===== src/design/sram_ctrl_pkg.sv =====
package sram_ctrl_pkg;

  // ****************************************
  // Memory geometry
  // ****************************************
  localparam int ADDR_W = 14;
  localparam int DATA_W = 4;
  localparam int WORDS = 16384;

  // ****************************************
  // Timing at the system clock rate
  // ****************************************
  localparam int CLK_PERIOD_NS = 100;
  // Read access time in ns; the slowest grade is assumed.
  localparam int T_ACCESS_NS = 55;
  // Write pulse width in ns; the slowest grade is assumed.
  localparam int T_WP_NS = 40;
  // Output turn-off after write enable falls, in ns.
  localparam int T_WZ_NS = 25;
  // Cycle counts round up to whole clock periods.
  localparam int ACC_CYC = (T_ACCESS_NS + CLK_PERIOD_NS - 1) / CLK_PERIOD_NS;
  localparam int WP_CYC = (T_WP_NS + CLK_PERIOD_NS - 1) / CLK_PERIOD_NS;
  localparam int WZ_CYC = (T_WZ_NS + CLK_PERIOD_NS - 1) / CLK_PERIOD_NS;
  localparam int CNT_W = 4;

  // ****************************************
  // Controller states
  // ****************************************
  typedef enum logic [2:0] {
    ST_IDLE,
    ST_RD_ACC,
    ST_WR_SETUP,
    ST_WR_PULSE,
    ST_WR_END
  } ctrl_state_t;

endpackage : sram_ctrl_pkg


===== src/design/sram_ctrl.sv =====
`timescale 1ns/1ps
// Functional notes
// - Read: write enable high, select and enable low.
// - Write starts at later falling select/write enable.
// - Master drives data only after outputs off.
// - Address changes only with select or write high.
// - Data captured on write enable rising edge.
// - Select-ended write captures data, outputs stay off.
// - Fast write: output enable high, select low.
module sram_ctrl
  import sram_ctrl_pkg::*;
#(
  parameter int AW = ADDR_W,
  parameter int DW = DATA_W
) (
  // Clock and reset
  input wire logic clk_sys,
  input wire logic rst,
  // User request port
  input wire logic req_valid,
  input wire logic req_write,
  input wire logic [AW-1:0] req_addr,
  input wire logic [DW-1:0] req_wdata,
  output logic req_ready,
  output logic rsp_valid,
  output logic [DW-1:0] rsp_rdata,
  // Memory pins
  output logic [AW-1:0] word_address,
  output logic chip_sel_n,
  output logic out_en_n,
  output logic wr_en_n,
  input wire logic [DW-1:0] dq_in,
  output logic [DW-1:0] dq_out,
  output logic dq_oe_n
);

  // ****************************************
  // State and pin registers
  // ****************************************
  ctrl_state_t state_reg, state_next;
  logic [CNT_W-1:0] cnt_reg, cnt_next;
  logic [AW-1:0] addr_reg;
  logic [DW-1:0] wdata_reg;
  logic cs_n_reg, oe_n_reg, we_n_reg, dq_oe_n_reg;
  logic rsp_valid_reg;
  logic [DW-1:0] rdata_reg;

  // ****************************************
  // Decode
  // ****************************************
  // A request is taken only in idle, so the address never moves while
  // select and write enable are both low.
  wire take = (state_reg == ST_IDLE) && req_valid;
  wire cnt_done = (cnt_reg == '0);
  wire rd_done = (state_reg == ST_RD_ACC) && cnt_done;
  assign req_ready = (state_reg == ST_IDLE);
  assign word_address = addr_reg;
  assign chip_sel_n = cs_n_reg;
  assign out_en_n = oe_n_reg;
  assign wr_en_n = we_n_reg;
  assign dq_out = wdata_reg;
  assign dq_oe_n = dq_oe_n_reg;
  assign rsp_valid = rsp_valid_reg;
  assign rsp_rdata = rdata_reg;

  // Next-state logic. Writes use the fast style: output enable stays high
  // so the memory never drives the bus and no contention can arise.
  always_comb begin
    state_next = state_reg;
    cnt_next = cnt_reg;
    if (!cnt_done) begin
      cnt_next = cnt_reg - 1'b1;
    end
    unique case (state_reg)
      ST_IDLE: begin
        if (take && req_write) begin
          state_next = ST_WR_SETUP;
          cnt_next = '0;
        end else if (take) begin
          state_next = ST_RD_ACC;
          cnt_next = CNT_W'(ACC_CYC);
        end
      end
      ST_RD_ACC: begin
        if (cnt_done) begin
          state_next = ST_IDLE;
        end
      end
      ST_WR_SETUP: begin
        state_next = ST_WR_PULSE;
        cnt_next = CNT_W'(WP_CYC);
      end
      ST_WR_PULSE: begin
        if (cnt_done) begin
          state_next = ST_WR_END;
        end
      end
      ST_WR_END: begin
        state_next = ST_IDLE;
      end
    endcase
  end

  // ****************************************
  // Registers
  // ****************************************
  // In a write, select falls one full cycle before write enable and rises one cycle after it, which covers every setup,
  // hold and turn-off figure at this clock rate.
  always_ff @(posedge clk_sys) begin
    if (rst) begin
      state_reg <= ST_IDLE;
      cnt_reg <= '0;
      addr_reg <= '0;
      wdata_reg <= '0;
      cs_n_reg <= 1'b1;
      oe_n_reg <= 1'b1;
      we_n_reg <= 1'b1;
      dq_oe_n_reg <= 1'b1;
      rsp_valid_reg <= 1'b0;
      rdata_reg <= '0;
    end else begin
      state_reg <= state_next;
      cnt_reg <= cnt_next;
      rsp_valid_reg <= rd_done;
      if (take) begin
        addr_reg <= req_addr;
        wdata_reg <= req_wdata;
      end
      if (rd_done) begin
        rdata_reg <= dq_in;
      end
      // Select, output enable, write enable and data drive per state.
      cs_n_reg <= !(state_next != ST_IDLE);
      oe_n_reg <= !(state_next == ST_RD_ACC);
      we_n_reg <= !(state_next == ST_WR_PULSE);
      dq_oe_n_reg <= !(state_next == ST_WR_PULSE || state_next == ST_WR_END);
    end
  end

  // ****************************************
  // Derived check latencies
  // ****************************************
  // A read answers two cycles after the access count: one cycle while the
  // count sits at zero and one to register the sampled word.
  localparam int RD_LAT = ACC_CYC + 2;
  // Write enable stays low for the pulse count plus the cycle in which the count sits at zero.
  localparam int WE_LOW = WP_CYC + 1;

  // ****************************************
  // Checks: bus ownership
  // ****************************************
  // The memory's output enable stays high whenever the controller drives.
  a_no_contention: assert property (@(posedge clk_sys) disable iff (rst)
    !dq_oe_n |-> out_en_n)
    else $error("controller drives bus while memory output enabled");
  // Write pulses only in the fast style, selected with outputs disabled.
  a_fast_write_oe: assert property (@(posedge clk_sys) disable iff (rst)
    !wr_en_n |-> (out_en_n && !chip_sel_n))
    else $error("write pulse without select low and output enable high");
  // Reads only with write enable high, selected, and the bus released.
  a_read_pins: assert property (@(posedge clk_sys) disable iff (rst)
    !out_en_n |-> (wr_en_n && !chip_sel_n && dq_oe_n))
    else $error("read without write enable high and select low");

  // ****************************************
  // Checks: write sequence
  // ****************************************
  // The address must not move inside a write pulse.
  a_addr_stable: assert property (@(posedge clk_sys) disable iff (rst)
    (!chip_sel_n && !wr_en_n) |=> $stable(word_address) || wr_en_n)
    else $error("address moved during write");
  // The address only moves once select or write enable was already high.
  a_addr_sel: assert property (@(posedge clk_sys) disable iff (rst)
    $changed(word_address) |-> $past(chip_sel_n) || $past(wr_en_n))
    else $error("address moved while select and write enable were low");
  // Data is still driven, unchanged, when write enable rises.
  a_data_hold: assert property (@(posedge clk_sys) disable iff (rst)
    $rose(wr_en_n) |-> !dq_oe_n && $stable(dq_out))
    else $error("write data not held at end of write");
  // A write starts only once select has settled low and data is driven.
  a_write_setup: assert property (@(posedge clk_sys) disable iff (rst)
    $fell(wr_en_n) |-> !$past(chip_sel_n) && !dq_oe_n)
    else $error("write began before select settled");
  // The pulse lasts the full count, long enough for the slowest grade.
  a_write_len: assert property (@(posedge clk_sys) disable iff (rst)
    $fell(wr_en_n) |-> ##WE_LOW $rose(wr_en_n))
    else $error("write pulse length wrong");
  // Select never rises inside a pulse, so no write ends on select; the bus
  // is released on that same edge, after the memory has captured.
  a_sel_end: assert property (@(posedge clk_sys) disable iff (rst)
    $rose(chip_sel_n) |-> wr_en_n && $past(wr_en_n))
    else $error("select rose while write enable was low");

  // ****************************************
  // Checks: read answers and idle
  // ****************************************
  // The answer comes a fixed time after the request is taken.
  a_read_resp: assert property (@(posedge clk_sys) disable iff (rst)
    (req_ready && req_valid && !req_write) |-> ##RD_LAT rsp_valid)
    else $error("read response not on time");
  // The answer strobe is a single-cycle pulse.
  a_resp_pulse: assert property (@(posedge clk_sys) disable iff (rst)
    rsp_valid |=> !rsp_valid)
    else $error("read response longer than one cycle");
  // The returned word only changes together with the answer strobe.
  a_rdata_hold: assert property (@(posedge clk_sys) disable iff (rst)
    $changed(rsp_rdata) |-> rsp_valid)
    else $error("read data changed without a response");
  // An idle controller leaves the memory deselected in standby.
  a_idle_desel: assert property (@(posedge clk_sys) disable iff (rst)
    (req_ready && !req_valid) |=> chip_sel_n)
    else $error("chip not deselected when idle");

endmodule : sram_ctrl


===== config.mk =====
export PLATFORM = sky130hd
export DESIGN_NAME = sram_ctrl
export DESIGN_NICKNAME = d
export VERILOG_FILES = /design/src/design/sram_ctrl_pkg.sv /design/src/design/sram_ctrl.sv
export SDC_FILE = /design/constraint.sdc
export NUM_CORES = 1
export LEC_CHECK = 0
export ABC_AREA = 1
export BUFFER_PORTS_ARGS = -buffer_cell sky130_fd_sc_hd__buf_4
export CAP_MARGIN = 20
export CORE_MARGIN = 4
export CORE_UTILIZATION = 45
export DETAILED_ROUTE_END_ITERATION = 12
export PLACE_DENSITY = 0.86
export SETUP_SLACK_MARGIN = 0.2
export SYNTH_ARGS = -nofsm -noshare
export SYNTH_HDL_FRONTEND = slang
export SYNTH_SLANG_ARGS = --single-unit

===== constraint.sdc =====
create_clock -name clk_sys -period 2.45 [get_ports clk_sys]
set_input_delay 0.3675 -clock clk_sys [delete_from_list [all_inputs] [get_ports clk_sys]]
set_output_delay 0.3675 -clock clk_sys [all_outputs]
set_load 0.01 [all_outputs]

==> results.cfg <==
[finish]
area_growth_pct = 32.6
stdcell_area_mm2 = 0.00191
diodes = 0
finalNetCount = 251
instances_no_fill = 268
most-common-layout-cells = buf_4 (54), dfxtp_1 (34), nand2_1 (31), nor2_1 (19), nand3_1 (15)
multi_input_area_um2 = 639
regArea_um2 = 681
layout.cells.most_common = buf_4
fin_util = 0.627
largest_register_ffs = 14
drive_gt1_frac = 0.393
nFillCells = 296

[detailed_routing]
wl_um = 3220
dr.pass1.iters = 4
final_antenna_net_count = 0
drcViolationCount = 0
vias = 1323
viasPerCell = 4.94
drtIter0Drc = 63
wire_per_inst_um = 12.0

[clock_network]
cts_buffer_depth = 2
insertion_delay_ps = 340
cts.sinks = 34
hold_buffers = 0
cts_buffers = 5
htree_num_levels = 2
cts.clk_slew.worst_paths_ps = 110
post_cts_resized = 0
cts_tree = yes
post-cts-setup-buffer-count = 0
clockRootBuffer = clkbuf_4

[place]
port_buffers = 53
place.gp.congestion = 0.834
dp_slack_ps = 1010
dp_hpwl_um = 2330
numPlacedInstances = 261
place_area_mm2 = 0.00183

[synthesis]
ys_ff_latch = 34
synth-xor-area-share = 0.00607
synth-warning-count = 0
ys_seq_area_frac = 0.472
netlist_instances = 170
synth_edf_count = 0
synthMuxAreaShare = 0
avgSynthCellArea_um2 = 8.49
postSynthNetCount = 197
synth_top_flop_cell = dfxtp_1
synth_fa_ha_area_frac = 0.00867
synth-simple-area-share = 0.297
yosysUniqueCellTypes = 28
ys_async_sr_fraction = 0
synth_top_family_by_area = simple AND/OR/NAND/NOR gates
synthesis.area_mm2 = 0.00144
synth_compound_area_frac = 0.132

[flow_run]
cap_viol_max_count = 0

[timing]
rsz0062_at_grt = no
tightest_slew_ps = 424
maxSlewViolCount = 0
slew-limit-headroom = 0.717
hold_violations = 0
setup_tns_ps = 0
fin_ws_ps = 670
layout_min_cycle_time_ps = 1780
fmax_mhz = 562
final.period_utilization = 0.726
setup_violations = 0
finalClockSkew_ps = 14.4
fin_hold_ws_ps = 241

[global_routing]
grt_pass1_vias = 1266
gr-usage-all-layers = 0.165
antenna_found_initial = 0
grt_max_degree = 24
grt_pass1_wl_um = 5400
grt-ovfl-total = 0

[critical_path]
critPathKind = register to output pin
worst-path-max-fanout = 16
critical-path-max-stage-delay_ps = 360
critPathCaptureType = output pin
crit_arrival_ps = 1410
cpLargestDelayFamily = simple AND/OR/NAND/NOR gates
required_ps = 2080
cp.buffers_inverters = 2
crit_chain = inv_4 > nand2_2 > nor2_4 > buf_4
crit_slowest_cell = dfxtp_1
crit_path_start_kind = register

[power_and_ir_drop]
leakagePower_nw = 0.870
pwr-share-clk = 0.204
p_sw_uw = 777
p_comb_frac = 0.421
total_power_mw = 2.08
pwr-share-seq = 0.374
swShare = 0.374
power_density_mw_per_mm2 = 1090
vdd_drop_max_mv = 0.550
internal_power_mw = 1.30

[floorplanning]
dieWidth_um = 64.6
start_util = 0.473
core_area_mm2 = 0.00305
die-height_um = 64.6
die_area_mm2 = 0.00418
rows = 20
io_pins = 54

[hold_path]
hold_class = primary input to register

[status]
status = finished, final reports clean
routing by layer:
layer  global-route usage  vias to the layer above  routed length [um]
met2                0.268                       38                1590
li1                     -                      667                   -
met5                    0                        -                   0
met4               0.0818                        0                  69
met1                0.199                      611                1380
met3               0.0468                        7                 181
kinds of logic after synthesis:
logic type | count (synthesis)
flip-flops | 34
adder cells (fa/ha/maj) | 1
buffers and inverters | 20
AND/OR/NAND/NOR | 84
XOR/XNOR | 1
AO/OA/AOI/OAI | 30
final cells by class:
cell class	instances	share of cell area
sequential	34	0.356
multi-input combinational	116	0.334
timing repair buffer	54	0.212
tap	44	0.0288
clock buffer	6	0.0268
inverter	13	0.0268
clock inverter	1	0.0157
power groups by stage:
| stage | sequential (mW) | combinational (mW) | clock (mW) |
|---|---|---|---|
| floorplan | 0.830 | 0.594 | 0 |
| global placement | 0.787 | 0.863 | 0 |
| detailed placement | 0.790 | 0.884 | 0 |
| CTS | 0.778 | 0.886 | 0.426 |
| global route | 0.796 | 0.987 | 0.452 |
| finish | 0.778 | 0.876 | 0.425 |
synthesized netlist by cell type, types with 2 or more instances:
master    number  area share
a21oi_1       12       0.042
nor2_1        19       0.049
o21ai_1        2      0.0069
o21ai_0        5       0.017
nand3_1       15       0.052
nand3_2        9       0.062
a21oi_2       10       0.061
inv_1         10       0.026
nand2_1       31       0.081
nand3b_1       2       0.010
inv_2          2      0.0052
nand4_1        3       0.013
dfxtp_1       34        0.47
buf_4          2       0.010
worst paths after layout:
kind | slack [ps] | to | startpoint | cells after the start
setup / recovery | 670 | req_ready | state_reg[2] | 4
hold / removal | 240 | rsp_rdata[1] | dq_in[1] | 3
setup reg to reg | 1000 | rsp_rdata[0] | cnt_reg[0] | 9
hold reg to reg | 470 | dq_out[3] | dq_out[3] | 2
tightest hold or removal path: stages:
cell    delay, ps
buf_4          80
nor2_1         30
nor2_1         80
No activity file was read; power rests on OpenSTA's default activity.
